===== src/design/sfd_cfg.svh =====
`ifndef SFD_CFG_SVH
`define SFD_CFG_SVH

// dedicated wide-address opcodes
`define SFD_OP_PLAIN_READ_WIDE_ADDR 8'h13
`define SFD_OP_QUICK_READ_WIDE_ADDR 8'h0c
`define SFD_OP_DUAL_OUT_READ_WIDE_ADDR 8'h3c
`define SFD_OP_QUAD_OUT_READ_WIDE_ADDR 8'h6c
`define SFD_OP_DUAL_IO_READ_WIDE_ADDR 8'hbc
`define SFD_OP_QUAD_IO_READ_WIDE_ADDR 8'hec
`define SFD_OP_DOUBLE_RATE_QUICK_READ_WIDE 8'h0e
`define SFD_OP_DOUBLE_RATE_DUAL_IO_WIDE 8'hbe
`define SFD_OP_DOUBLE_RATE_QUAD_IO_WIDE 8'hee
`define SFD_OP_PAGE_WRITE_WIDE_ADDR 8'h12
`define SFD_OP_QUAD_PAGE_WRITE_WIDE_ADDR 8'h34
`define SFD_OP_SMALL_SECTOR_ERASE_WIDE 8'h21
`define SFD_OP_SECTOR_ERASE_WIDE_ADDR 8'hdc

// legacy opcodes, width follows the wide address enable
`define SFD_OP_PLAIN_ARRAY_READ 8'h03
`define SFD_OP_QUICK_ARRAY_READ 8'h0b
`define SFD_OP_DUAL_OUT_ARRAY_READ 8'h3b
`define SFD_OP_QUAD_OUT_ARRAY_READ 8'h6b
`define SFD_OP_DUAL_IO_ARRAY_READ 8'hbb
`define SFD_OP_QUAD_IO_ARRAY_READ 8'heb
`define SFD_OP_DOUBLE_RATE_QUICK_READ 8'h0d
`define SFD_OP_DOUBLE_RATE_DUAL_IO_READ 8'hbd
`define SFD_OP_DOUBLE_RATE_QUAD_IO_READ 8'hed
`define SFD_OP_PAGE_WRITE 8'h02
`define SFD_OP_QUAD_PAGE_WRITE 8'h32
`define SFD_OP_QUAD_PAGE_WRITE_ALT 8'h38
`define SFD_OP_SMALL_SECTOR_ERASE 8'h20
`define SFD_OP_SECTOR_ERASE 8'hd8

// identification and register access
`define SFD_OP_MAKER_SIGNATURE_READ 8'h90
`define SFD_OP_IDENTIFICATION_READ 8'h9f
`define SFD_OP_SIGNATURE_READ 8'hab
`define SFD_OP_STATUS_ONE_READ 8'h05
`define SFD_OP_STATUS_TWO_READ 8'h07
`define SFD_OP_CONFIG_ONE_READ 8'h35
`define SFD_OP_STATUS_CONFIG_WRITE 8'h01
`define SFD_OP_WRITE_DISABLE_CMD 8'h04
`define SFD_OP_WRITE_ENABLE_CMD 8'h06
`define SFD_OP_FAIL_STATUS_CLEAR 8'h30
`define SFD_OP_BANK_SELECT_READ 8'h16
`define SFD_OP_BANK_SELECT_WRITE 8'h17
`define SFD_OP_BANK_SELECT_LEGACY_ACCESS 8'hb9
`define SFD_OP_LEARNING_PATTERN_READ 8'h41
`define SFD_OP_LEARNING_PATTERN_NV_WRITE 8'h43
`define SFD_OP_LEARNING_PATTERN_VOL_WRITE 8'h4a

// bank select register layout
`define SFD_BANK_RST 8'h00
`define SFD_BANK_WIDE_BIT 7
`define SFD_BANK_WMASK 8'h83
`define SFD_BANK_SEL_MASK 8'h03

// shift counts
`define SFD_OPC_LAST 6'h07
`define SFD_BYTE_LAST 3'h7
`define SFD_ADDR_BITS_WIDE 6'h20
`define SFD_ADDR_BITS_NARROW 6'h18

`endif


===== src/design/sfd_pkg.sv =====
package sfd_pkg;

  typedef enum logic [4:0] {
    ST_IDLE = 5'h01,
    ST_OPC = 5'h02,
    ST_ADDR = 5'h04,
    ST_DATA = 5'h08,
    ST_SKIP = 5'h10
  } sfd_st_t;

  typedef enum logic [3:0] {
    CLS_NONE = 4'h0,
    CLS_READ = 4'h1,
    CLS_PROG = 4'h2,
    CLS_ERASE = 4'h3,
    CLS_IDENT = 4'h4,
    CLS_STAT_RD = 4'h5,
    CLS_REG_WR = 4'h6,
    CLS_BANK_RD = 4'h7,
    CLS_BANK_WR = 4'h8,
    CLS_LEARN = 4'h9
  } sfd_cls_t;

  typedef struct packed {
    sfd_cls_t cls;
    logic hasAddr;
    logic fixedWide;
  } sfd_dec_t;

  typedef struct packed {
    logic [7:0] opcode;
    sfd_cls_t cls;
    logic wide;
    logic [31:0] addr;
  } sfd_cmd_t;

  typedef struct packed {
    sfd_st_t st;
    logic [2:0] csSync;
    logic [2:0] sckSync;
    logic [2:0] siSync;
    logic csF;
    logic sckF;
    logic siF;
    logic sckPrev;
    logic [5:0] bitCnt;
    logic [31:0] shift;
    logic [7:0] opcode;
    sfd_cls_t cls;
    logic wide;
    logic [7:0] bank;
    logic [31:0] curAddr;
    logic so;
    logic soOe;
    logic pend;
    sfd_cmd_t pendCmd;
    logic outValid;
    sfd_cmd_t outCmd;
    logic overflow;
  } sfd_state_t;

endpackage


===== src/design/sfd_fifo.sv =====
`timescale 1ns/100ps
module sfd_fifo
  import sfd_pkg::*;
#(
  parameter int WIDTH = 45,
  parameter int DEPTH = 16
)
(
  // clock and reset
  input wire logic clk,
  input wire logic nrst,
  // filling side
  input wire logic inValid,
  output logic inReady,
  input wire logic [WIDTH-1:0] inData,
  // draining side
  output logic outValid,
  input wire logic outReady,
  output logic [WIDTH-1:0] outData
);
  localparam int AW = $clog2(DEPTH);

  typedef struct packed {
    logic [DEPTH-1:0][WIDTH-1:0] mem;
    logic [AW:0] wr;
    logic [AW:0] rd;
  } sfd_fifo_st_t;

  sfd_fifo_st_t fs_ff;
  sfd_fifo_st_t nxt_fs;
  logic full;
  logic empty;

  assign empty = (fs_ff.wr == fs_ff.rd);
  assign full = (fs_ff.wr[AW] != fs_ff.rd[AW]) &&
                (fs_ff.wr[AW-1:0] == fs_ff.rd[AW-1:0]);
  assign inReady = !full;
  assign outValid = !empty;
  assign outData = fs_ff.mem[fs_ff.rd[AW-1:0]];

  always_comb
  begin
    nxt_fs = fs_ff;
    if (inValid && !full)
    begin
      nxt_fs.mem[fs_ff.wr[AW-1:0]] = inData;
      nxt_fs.wr = fs_ff.wr + (AW+1)'(1);
    end
    if (outReady && !empty)
      nxt_fs.rd = fs_ff.rd + (AW+1)'(1);
  end

  always_ff @(posedge clk or negedge nrst)
  begin
    if (!nrst)
      fs_ff <= '0;
    else
      fs_ff <= nxt_fs;
  end
endmodule


===== src/design/sfd_decoder.sv =====
`timescale 1ns/100ps
`include "sfd_cfg.svh"
module sfd_decoder
  import sfd_pkg::*;
#(
  parameter int FIFO_DEPTH = 16
)
(
  // clock and reset
  input wire logic clk,
  input wire logic nrst,
  // serial pins
  input wire logic csN,
  input wire logic sck,
  input wire logic si,
  output logic so,
  output logic soOe,
  // decoded command stream
  output logic cmdValid,
  input wire logic cmdReady,
  output sfd_cmd_t cmdWord,
  output logic cmdOverflow,
  // status
  output logic [7:0] bankSel,
  output logic [31:0] curAddr,
  output logic dataPhase
);
  sfd_state_t st_ff;
  sfd_state_t nxt_st;
  sfd_dec_t dec;
  sfd_cmd_t pushCmd;
  sfd_cmd_t fifoOut;
  logic doPush;
  logic sckRise;
  logic fifoInReady;
  logic fifoOutValid;
  logic fifoOutReady;
  logic [7:0] opcNext;
  logic [31:0] addrNext;
  logic [5:0] addrLast;

  function automatic sfd_dec_t decode(input logic [7:0] op);
    sfd_dec_t d;
    d = '{cls: CLS_NONE, hasAddr: 1'b0, fixedWide: 1'b0};
    case (op)
      `SFD_OP_PLAIN_READ_WIDE_ADDR, `SFD_OP_QUICK_READ_WIDE_ADDR,
      `SFD_OP_DUAL_OUT_READ_WIDE_ADDR,
      `SFD_OP_QUAD_OUT_READ_WIDE_ADDR:
        d = '{cls: CLS_READ, hasAddr: 1'b1, fixedWide: 1'b1};
      `SFD_OP_DUAL_IO_READ_WIDE_ADDR, `SFD_OP_QUAD_IO_READ_WIDE_ADDR,
      `SFD_OP_DOUBLE_RATE_QUICK_READ_WIDE,
      `SFD_OP_DOUBLE_RATE_DUAL_IO_WIDE,
      `SFD_OP_DOUBLE_RATE_QUAD_IO_WIDE:
        d = '{cls: CLS_READ, hasAddr: 1'b1, fixedWide: 1'b1};
      `SFD_OP_PAGE_WRITE_WIDE_ADDR,
      `SFD_OP_QUAD_PAGE_WRITE_WIDE_ADDR:
        d = '{cls: CLS_PROG, hasAddr: 1'b1, fixedWide: 1'b1};
      `SFD_OP_SMALL_SECTOR_ERASE_WIDE,
      `SFD_OP_SECTOR_ERASE_WIDE_ADDR:
        d = '{cls: CLS_ERASE, hasAddr: 1'b1, fixedWide: 1'b1};
      `SFD_OP_PLAIN_ARRAY_READ, `SFD_OP_QUICK_ARRAY_READ,
      `SFD_OP_DUAL_OUT_ARRAY_READ, `SFD_OP_QUAD_OUT_ARRAY_READ,
      `SFD_OP_DUAL_IO_ARRAY_READ, `SFD_OP_QUAD_IO_ARRAY_READ,
      `SFD_OP_DOUBLE_RATE_QUICK_READ, `SFD_OP_DOUBLE_RATE_DUAL_IO_READ,
      `SFD_OP_DOUBLE_RATE_QUAD_IO_READ:
        d = '{cls: CLS_READ, hasAddr: 1'b1, fixedWide: 1'b0};
      `SFD_OP_PAGE_WRITE, `SFD_OP_QUAD_PAGE_WRITE,
      `SFD_OP_QUAD_PAGE_WRITE_ALT:
        d = '{cls: CLS_PROG, hasAddr: 1'b1, fixedWide: 1'b0};
      `SFD_OP_SMALL_SECTOR_ERASE, `SFD_OP_SECTOR_ERASE:
        d = '{cls: CLS_ERASE, hasAddr: 1'b1, fixedWide: 1'b0};
      `SFD_OP_MAKER_SIGNATURE_READ, `SFD_OP_IDENTIFICATION_READ,
      `SFD_OP_SIGNATURE_READ:
        d.cls = CLS_IDENT;
      `SFD_OP_STATUS_ONE_READ, `SFD_OP_STATUS_TWO_READ,
      `SFD_OP_CONFIG_ONE_READ:
        d.cls = CLS_STAT_RD;
      `SFD_OP_STATUS_CONFIG_WRITE, `SFD_OP_WRITE_DISABLE_CMD,
      `SFD_OP_WRITE_ENABLE_CMD, `SFD_OP_FAIL_STATUS_CLEAR:
        d.cls = CLS_REG_WR;
      `SFD_OP_BANK_SELECT_READ:
        d.cls = CLS_BANK_RD;
      `SFD_OP_BANK_SELECT_WRITE,
      `SFD_OP_BANK_SELECT_LEGACY_ACCESS:
        d.cls = CLS_BANK_WR;
      `SFD_OP_LEARNING_PATTERN_READ, `SFD_OP_LEARNING_PATTERN_NV_WRITE,
      `SFD_OP_LEARNING_PATTERN_VOL_WRITE:
        d.cls = CLS_LEARN;
      default:
        d.cls = CLS_NONE;
    endcase
    return d;
  endfunction

  assign sckRise = st_ff.sckF & ~st_ff.sckPrev;
  assign opcNext = {st_ff.shift[6:0], st_ff.siF};
  assign addrNext = {st_ff.shift[30:0], st_ff.siF};
  assign dec = decode(opcNext);
  assign addrLast = st_ff.wide ? `SFD_ADDR_BITS_WIDE - 6'h01
                               : `SFD_ADDR_BITS_NARROW - 6'h01;
  assign fifoOutReady = !st_ff.outValid || cmdReady;

  always_comb
  begin
    nxt_st = st_ff;
    doPush = 1'b0;
    pushCmd = '0;
    // pin synchronisers and filtered levels
    nxt_st.csSync = {st_ff.csSync[1:0], csN};
    nxt_st.sckSync = {st_ff.sckSync[1:0], sck};
    nxt_st.siSync = {st_ff.siSync[1:0], si};
    if (st_ff.csSync[1] == st_ff.csSync[2])
      nxt_st.csF = st_ff.csSync[2];
    if (st_ff.sckSync[1] == st_ff.sckSync[2])
      nxt_st.sckF = st_ff.sckSync[2];
    if (st_ff.siSync[1] == st_ff.siSync[2])
      nxt_st.siF = st_ff.siSync[2];
    nxt_st.sckPrev = st_ff.sckF;
    // pending push drains into the fifo
    if (fifoInReady)
      nxt_st.pend = 1'b0;
    // registered output stage
    if (fifoOutValid && fifoOutReady)
    begin
      nxt_st.outValid = 1'b1;
      nxt_st.outCmd = fifoOut;
    end
    else if (cmdReady)
      nxt_st.outValid = 1'b0;
    case (st_ff.st)
      ST_IDLE:
      begin
        nxt_st.soOe = 1'b0;
        if (!st_ff.csF)
        begin
          nxt_st.st = ST_OPC;
          nxt_st.bitCnt = '0;
        end
      end
      ST_OPC:
      begin
        if (sckRise)
        begin
          nxt_st.shift = {st_ff.shift[30:0], st_ff.siF};
          nxt_st.bitCnt = st_ff.bitCnt + 6'h01;
          if (st_ff.bitCnt == `SFD_OPC_LAST)
          begin
            nxt_st.opcode = opcNext;
            nxt_st.cls = dec.cls;
            nxt_st.bitCnt = '0;
            nxt_st.wide = dec.fixedWide |
                          st_ff.bank[`SFD_BANK_WIDE_BIT];
            nxt_st.shift = '0;
            if (dec.cls == CLS_NONE)
              nxt_st.st = ST_SKIP;
            else if (dec.hasAddr)
              nxt_st.st = ST_ADDR;
            else
            begin
              nxt_st.st = ST_DATA;
              doPush = 1'b1;
              pushCmd = '{opcode: opcNext, cls: dec.cls, wide: 1'b0,
                          addr: 32'h00000000};
              if (dec.cls == CLS_BANK_RD)
              begin
                nxt_st.so = st_ff.bank[7];
                nxt_st.shift = {st_ff.bank[6:0], st_ff.bank[7], 24'h000000};
              end
            end
          end
        end
      end
      ST_ADDR:
      begin
        if (sckRise)
        begin
          nxt_st.shift = addrNext;
          nxt_st.bitCnt = st_ff.bitCnt + 6'h01;
          if (st_ff.bitCnt == addrLast)
          begin
            nxt_st.st = ST_DATA;
            nxt_st.bitCnt = '0;
            doPush = 1'b1;
            pushCmd.opcode = st_ff.opcode;
            pushCmd.cls = st_ff.cls;
            pushCmd.wide = st_ff.wide;
            if (st_ff.wide)
              pushCmd.addr = addrNext;
            else
              pushCmd.addr = {st_ff.bank & `SFD_BANK_SEL_MASK,
                              addrNext[23:0]};
            nxt_st.curAddr = pushCmd.addr;
          end
        end
      end
      ST_DATA:
      begin
        nxt_st.soOe = (st_ff.cls == CLS_BANK_RD);
        // launched on the rise, settled before the next rise
        if (sckRise && st_ff.cls == CLS_BANK_RD)
        begin
          nxt_st.so = st_ff.shift[31];
          nxt_st.shift[31:24] = {st_ff.shift[30:24], st_ff.shift[31]};
        end
        if (sckRise)
        begin
          nxt_st.bitCnt = {3'h0, st_ff.bitCnt[2:0] + 3'h1};
          if (st_ff.cls != CLS_BANK_RD)
            nxt_st.shift = addrNext;
          if (st_ff.bitCnt[2:0] == `SFD_BYTE_LAST)
          begin
            if (st_ff.cls == CLS_READ || st_ff.cls == CLS_PROG)
              nxt_st.curAddr = st_ff.curAddr + 32'h1;
            if (st_ff.cls == CLS_BANK_WR)
              nxt_st.bank = addrNext[7:0] & `SFD_BANK_WMASK;
          end
        end
      end
      ST_SKIP:
        nxt_st.soOe = 1'b0;
      default:
        nxt_st.st = ST_IDLE;
    endcase
    // chip select high ends any command
    if (st_ff.csF && st_ff.st != ST_IDLE)
    begin
      nxt_st.st = ST_IDLE;
      nxt_st.soOe = 1'b0;
    end
    if (doPush)
    begin
      if (st_ff.pend && !fifoInReady)
        nxt_st.overflow = 1'b1;
      nxt_st.pend = 1'b1;
      nxt_st.pendCmd = pushCmd;
    end
  end

  always_ff @(posedge clk or negedge nrst)
  begin
    if (!nrst)
    begin
      st_ff <= '0;
      st_ff.st <= ST_IDLE;
      st_ff.csSync <= 3'h7;
      st_ff.csF <= 1'b1;
      st_ff.bank <= `SFD_BANK_RST;
      st_ff.cls <= CLS_NONE;
      st_ff.pendCmd.cls <= CLS_NONE;
      st_ff.outCmd.cls <= CLS_NONE;
    end
    else
      st_ff <= nxt_st;
  end

  sfd_fifo #(
    .WIDTH($bits(sfd_cmd_t)),
    .DEPTH(FIFO_DEPTH)
  ) u_fifo (
    .clk(clk),
    .nrst(nrst),
    .inValid(st_ff.pend),
    .inReady(fifoInReady),
    .inData(st_ff.pendCmd),
    .outValid(fifoOutValid),
    .outReady(fifoOutReady),
    .outData(fifoOut)
  );

  assign so = st_ff.so;
  assign soOe = st_ff.soOe;
  assign cmdValid = st_ff.outValid;
  assign cmdWord = st_ff.outCmd;
  assign cmdOverflow = st_ff.overflow;
  assign bankSel = st_ff.bank;
  assign curAddr = st_ff.curAddr;
  assign dataPhase = st_ff.st[3];
endmodule


===== config.mk =====
export PLATFORM = sky130hd
export DESIGN_NAME = sfd_decoder
export DESIGN_NICKNAME = d
export VERILOG_FILES = /design/src/design/sfd_pkg.sv /design/src/design/sfd_fifo.sv /design/src/design/sfd_decoder.sv
export VERILOG_INCLUDE_DIRS = /design/src /design/src/design
export SDC_FILE = /design/constraint.sdc
export NUM_CORES = 1
export LEC_CHECK = 0
export BUFFER_PORTS_ARGS = -buffer_cell sky130_fd_sc_hd__buf_2
export CAP_MARGIN = 40
export CORE_ASPECT_RATIO = 1.75
export CORE_UTILIZATION = 55
export DETAILED_ROUTE_END_ITERATION = 7
export PLACE_DENSITY_LB_ADDON = 0.1
export SYNTH_ARGS = -nofsm -noshare
export SYNTH_HDL_FRONTEND = slang
export SYNTH_SLANG_ARGS = --single-unit

===== constraint.sdc =====
create_clock -name clk -period 2.6 [get_ports clk]
set_clock_uncertainty 0.05 [all_clocks]
set_input_delay 0.52 -clock clk [delete_from_list [all_inputs] [get_ports clk]]
set_output_delay 0.52 -clock clk [all_outputs]
set_load 0.05 [all_outputs]

; ---- Yosys cells after proc, flatten, opt, wreduce, memory -nomap -nowiden
; Cells that the tools add are included.
[totals]
register_bits = 929
in_bits = 6
output_inout_bits = 90
elab_cells = 246
[classes]
addsub = 5
magnitude_cmp = 3
n_eq_ne = 84
muxes = 64
n_bitwise = 3
reduce_logical = 40
[op_table]
columns = cell, n
row1 = 720-bit bitwise mux, 1
row2 = 45-bit 2-to-1 mux, 8
row3 = 32-bit 2-to-1 mux, 9
row4 = 45-bit binary-select mux with 4-bit select, 1
row5 = 45-bit demux with 4-bit select, 1
row6 = 8-bit == test (second input constant), 14
row7 = 51-bit 2-to-1 mux, 2
row8 = 32-bit case mux with 3 select lines, 1
row9 = 45-bit case mux with 2 select lines, 1
row10 = 38-bit 2-to-1 mux, 2
row11 = 8-bit by 6-bit == test with 1-bit output (second input constant), 9
row12 = 32-bit case mux with 2 select lines, 1
row13 = 46-bit 2-to-1 mux, 1
row14 = 8-bit by 7-bit == test with 1-bit output (second input constant), 5
row15 = 4-bit case mux with 9 select lines, 1
row16 = 5-bit 2-to-1 mux, 7
row17 = 32-bit by 1-bit adder with 32-bit output (second input constant), 1
row18 = 8-bit by 3-bit == test with 1-bit output (second input constant), 4
row19 = 8-bit by 4-bit == test with 1-bit output (second input constant), 4
row20 = 8-bit by 5-bit == test with 1-bit output (second input constant), 4
row21 = 2-bit inequality test (second input constant), 14
row22 = 27-bit 2-to-1 mux, 1
row23 = 6-bit case mux with 4 select lines, 1
row24 = 5-bit case mux with 4 select lines, 1
row25 = 56 further kinds, 105

; ---- Logic depth before layout (Yosys ltp)
[depth]
depth_word = 10
mapped_depth = 10
ltp_nobuf = 7

; ---- Modules after synthesis
; From an unflattened synthesis, not the netlist that was laid out.
[unflattened]
cells_unflattened = 3034
area_unflattened_um2 = 43058.8
[modules_own_cells]
columns = module, n_inst, cells_per_inst, area_each_um2, seq_area_each_um2
row1 = sfd_fifo, 1, 2020, 33061.7, 18267.5
row2 = sfd_decoder, 1, 1014, 9997.1, 4986.0

; ---- Worst setup path after synthesis
; OpenSTA, ideal clock, no wires.
[synth_timing]
path_type = register to register
from = register u_fifo.fs_ff[0] (netlist bit)
to = register st_ff, in the netlist cmdWord[44]
setup_time_ns = 0.125
t_arrival_ns = 2.238
t_required_ns = 2.425
slack_ns = 0.187
path_stages_with_launch = 7
path_buffers = 3
period_less_slack_ns = 2.413
cell_sequence = dfrtp_1 > clkbuf_1 > clkbuf_1 > buf_2 > mux4_2 > mux4_2 > mux2_2
[synth_via]
elab_chain_cells = 3
elab_cells_between_ends = 5
classes_between = eq/ne (1) / mux (2) / reduce/logical (2)
[synth_lines]
columns = element, line
row1 = "start, declared", sfd_fifo.sv:29  ; sfd_fifo_st_t fs_ff;
row2 = "start signal, assigned", sfd_fifo.sv:58  ; fs_ff <= nxt_fs;
row3 = branches (longest 3 deep; another with 45-bit binary-select mux with 4-bit select), n/a
row4 = "end signal, assigned", sfd_decoder.sv:253  ; st_ff <= nxt_st;
row5 = "end, declared", sfd_decoder.sv:28  ; sfd_state_t st_ff;
; Several ways; the timed one is not identified. The select of a mux whose other input is x is not followed.
; A chain may end at the register's enable or synchronous reset.

; ---- Worst setup path in the final report
[layout_timing]
from = register st_ff, in the netlist addrNext[4]
to = register st_ff[70] (netlist bit)
[layout_via]
elab_chain_cells = 8
elab_cells_between_ends = 65
classes_between = eq/ne (43) / mux (11) / reduce/logical (11)
[layout_lines]
columns = element, line
row1 = 8-bit by 2-bit == test with 1-bit output (tied with other cells), sfd_decoder.sv:45  ; case (op)
row2 = 18-bit OR reduction (no source line) (tied with other cells), n/a
row3 = 4-bit case mux with 9 select lines / 2-bit case mux with 2 select lines (equally long branches), sfd_decoder.sv:45
row4 = 4-bit zero test / 1-bit 2-to-1 mux (equally long branches), "sfd_decoder.sv:154, sfd_decoder.sv:156"
row5 = 45-bit 2-to-1 mux / 1-bit 2-to-1 mux (equally long branches), sfd_decoder.sv:154  ; if (dec.cls == CLS_NONE)
row6 = 45-bit 2-to-1 mux / 1-bit 2-to-1 mux (equally long branches), sfd_decoder.sv:146  ; if (st_ff.bitCnt == `SFD_OPC_LAST)
row7 = 45-bit 2-to-1 mux / 1-bit 2-to-1 mux (equally long branches), sfd_decoder.sv:142  ; if (sckRise)
row8 = 45-bit case mux with 2 select lines / 1-bit case mux with 2 select lines (equally long branches), sfd_decoder.sv:130  ; case (st_ff.st)
; Parallel ways exist; a longest one is shown, timed or not.

==> impl_results.md <==
* DR DRC count at 0
* Vias in the first global route at 27400
* Post-route insts no fill at 4146
* Register Area at 23300 sq um
* Power consumption at 33.6 mW
* Hold Path Class: reg2reg
* Per-cell routed wire length at 26.1 um
* Htree depth at 3
* Drt first-iter violations at 1626
* Crit path max fanout at 25
* # diodes at 0
* Die width at 212 um
* DP Worst Slack at -0.0457 ns
* Fin crit share at 96.0%
* Share of layout cells above drive strength 1 at 42.5%
* Max Slew Vio Count at 0
* Crit path required time at 3.08 ns
* Fillers at 5685
* Post-synth top area share at 54.5%
* Tmin final at 2.50 ns
* Die Y at 369 um
* Worst VDD drop at 0.726 mV
* Worst-margin pin slew at 0.809 ns
* Commonest cells post-synth: 924 x dfrtp_1, 648 x mux2_2, 233 x nand2_1
* Synth top area cells: dfrtp_1 55%, mux2_2 17%, mux4_2 12%
* Setup slack, reg-to-reg at 0.10 ns
* Vias/cell at 6.22
* First-pass GRT wire length at 168 mm
* Crit end category: flip-flop
* Post-synth top flop: dfrtp_1
* FF+latch count, synth at 929
* RSZ-0062 raised after global routing: false
* Row cnt at 134
* Synth cell types at 80
* I/O Buffers at 90
* Number of max-cap violations at 0
* Fin nets at 3077
* CTS buffer count at 85
* Final wirelength at 108 mm
* Area of the multi-input gates at 17500 sq um
* Largest net degree at the start of global routing at 108
* Worst-Skew Late Latency at 0.66 ns
* I/O pin count at 96
* Min-Delay Endpoint: nxt_st[192]$_DFF_PN0_
* Largest area contributor in the netlist: dfrtp_1
* Status: finished, final reports clean
* Critical path startpoint category: flip-flop
* Die ar. at 78200 sq um
* Leak pwr at 23.0 nW
* CTS tree: built
* Post-Syn Area at 42400 sq um
* Pwr Density at 703 nW/um^2
* Final TNS setup at 0 ns
* WHS Path Cells at 0
* Syn Inst Count at 3029
* EDFF count, synth at 0
* Max Root-Sink Buffers at 3
* RR Startpoint: addrNext[4]$_DFFE_PN0P_
* Root buf cell: clkbuf_16
* Num Clock Sinks at 929
* R2R Path End: st_ff[70]$_DFFE_PN0P_
* Relative slew margins at 46.1%
* Area Overhead vs Synth at 12.8%
* Placed cell count at 3984
* Sequential area share after synthesis at 54.9%
* Starting Density at 55.6%
* Clk slew on worst S/H paths at 0.07 ns
* Via count at 25800
* Async SR Flop Fraction at 100%
* Worst R2R Path Depth at 8
* Initial antenna violation count at 0
* Global route overflow at 0
* Kind of critical path: reg2reg
* Hpwl dp at 68.5 mm
* Mean Syn Cell Area at 14.0 sq um
* Core box area at 76300 sq um
* Hold wc startpoint: nxt_st[191]$_DFF_PN0_
* Fmax achieved at 401 MHz
* Setup ws final at 0.104 ns
* Hold Fails Final Rpt at 0
* Most frequent cell after synthesis: dfrtp_1
* Warnings, synthesis at 0
* CP arrival at 2.98 ns
* DR pass1 iterations at 5
* Detail Route Antenna Nets at 0
* Overall Global Routing Usage at 28.8%
* # setup viols final at 0
* RD Place Congestion at 0.865
## how the worst max path moves through the flow
stage                                startpoint                       endpoint  depth (start not counted)
finish                  addrNext[4]$_DFFE_PN0P_          st_ff[70]$_DFFE_PN0P_                          8
global route            addrNext[5]$_DFFE_PN0P_          st_ff[47]$_DFFE_PN0P_                          8
CTS                 u_fifo.fs_ff[8]$_DFFE_PN0P_  u_fifo.fs_ff[275]$_DFFE_PN0P_                          9
detailed placement      addrNext[2]$_DFFE_PN0P_          st_ff[87]$_DFFE_PN0P_                          7
global placement        addrNext[5]$_DFFE_PN0P_          st_ff[87]$_DFFE_PN0P_                          8
floorplan           u_fifo.fs_ff[0]$_DFFE_PN0P_        cmdWord[44]$_DFFE_PN0P_                          6
## metal layers
metal | share of wire, % | vias up | global-route usage (%)
li1 | - | 11100 | -
met1 | 40 | 13900 | 36.8
met2 | 53 | 647 | 50.5
met3 | 3.9 | 183 | 3.63
met4 | 3.2 | 0 | 10.2
met5 | 0 | - | 0
## sequential cells by signal (all words and copies together), names as in the netlist
| name | count |
|---|---|
| addrNext | 32 |
| bankSel | 3 |
| cmdOverflow | 1 |
| cmdValid | 1 |
| cmdWord | 45 |
| curAddr | 32 |
| dataPhase | 1 |
| nxt_st | 7 |
| so | 1 |
| soOe | 1 |
| st_ff | 75 |
| u_fifo.fs_ff | 730 |
## through the flow
step / utilization (%) / hold slack [ns] / area (sq um)
final: 62.7 / 0.304 / 47800
after global routing: 62.7 / 0.306 / 47800
after CTS: 62.5 / 0.310 / 47700
after detailed placement: 58.7 / 0.293 / 44800
after global placement: 58.7 / 0.295 / 44800
after floorplan: - / 0.174 / 42400
## kinds of logic (layout without fill, tap and decap cells)
group / count (synthesis) / after routing / synth area share [%]
multiplexers: 876 / 876 / 29.2
adder cells (fa/ha/maj): 11 / 11 / 0.307
AND/OR/NAND/NOR: 459 / 459 / 5.14
AO/OA/AOI/OAI: 374 / 374 / 5.65
flip-flops: 929 / 929 / 54.9
XOR/XNOR: 19 / 19 / 0.393
other: 1 / 5 / 0.00885
buffers and inverters: 360 / 453 / 4.41
## where the power goes
| part | total (mW) | switching, mW | internal (mW) | leakage [nW] |
|---|---|---|---|---|
| sequential | 14.8 | 0.214 | 14.6 | 12.9 |
| clock | 12.9 | 5.49 | 7.43 | 1.40 |
| combinational | 5.86 | 3.42 | 2.44 | 8.70 |
| total | 33.6 | 9.13 | 24.5 | 23.0 |
## cells in the final DEF (no fill, tap or decap), types with 7 or more instances in the layout
cell	n
a32o_1	7
nor3_1	13
clkbuf_1	17
and2_1	9
buf_12	74
a22oi_1	7
mux4_2	225
a2bb2oi_1	8
o21ai_0	165
ha_1	8
bufinv_16	8
mux2_2	648
nor2b_1	9
clkbuf_8	17
inv_1	22
nand2b_1	10
o22ai_1	9
nor2_1	42
nand4_1	15
nand3_1	54
nor3b_1	8
buf_4	108
a211oi_1	7
buf_2	89
clkinv_2	14
nand2_1	233
a22o_1	33
and3_1	11
nand3_4	12
xnor2_1	13
o22a_1	13
clkbuf_16	87
a21oi_1	59
a31oi_1	10
dfrtp_1	920
## critical path: stages (launching register included)
cell	delay [ns]
dfrtp_1	0.43
buf_4	0.24
nand3b_1	0.12
nor4_1	0.37
nor3_1	0.14
nor4b_4	0.16
or2_2	0.41
buf_12	0.19
a22o_1	0.24
## timing repair
action,CTS,global route
hold buffers,5,0
endpoints found under the hold margin,34,0
pin swaps,1,2
gates resized for setup,1,7
buffers inserted,0,7
setup endpoints to repair,2,91
## final cells by class
cell class,count,share of cell area [%]
Clock buffer,121,5.18
Timing Repair Buffer,281,6.00
Clock inverter,29,0.782
Multi-Input combinational cell,1744,36.5
Inverter,22,0.173
Tap cell,1020,2.67
Sequential cell,929,48.7
(Power assumes the default switching activity.)
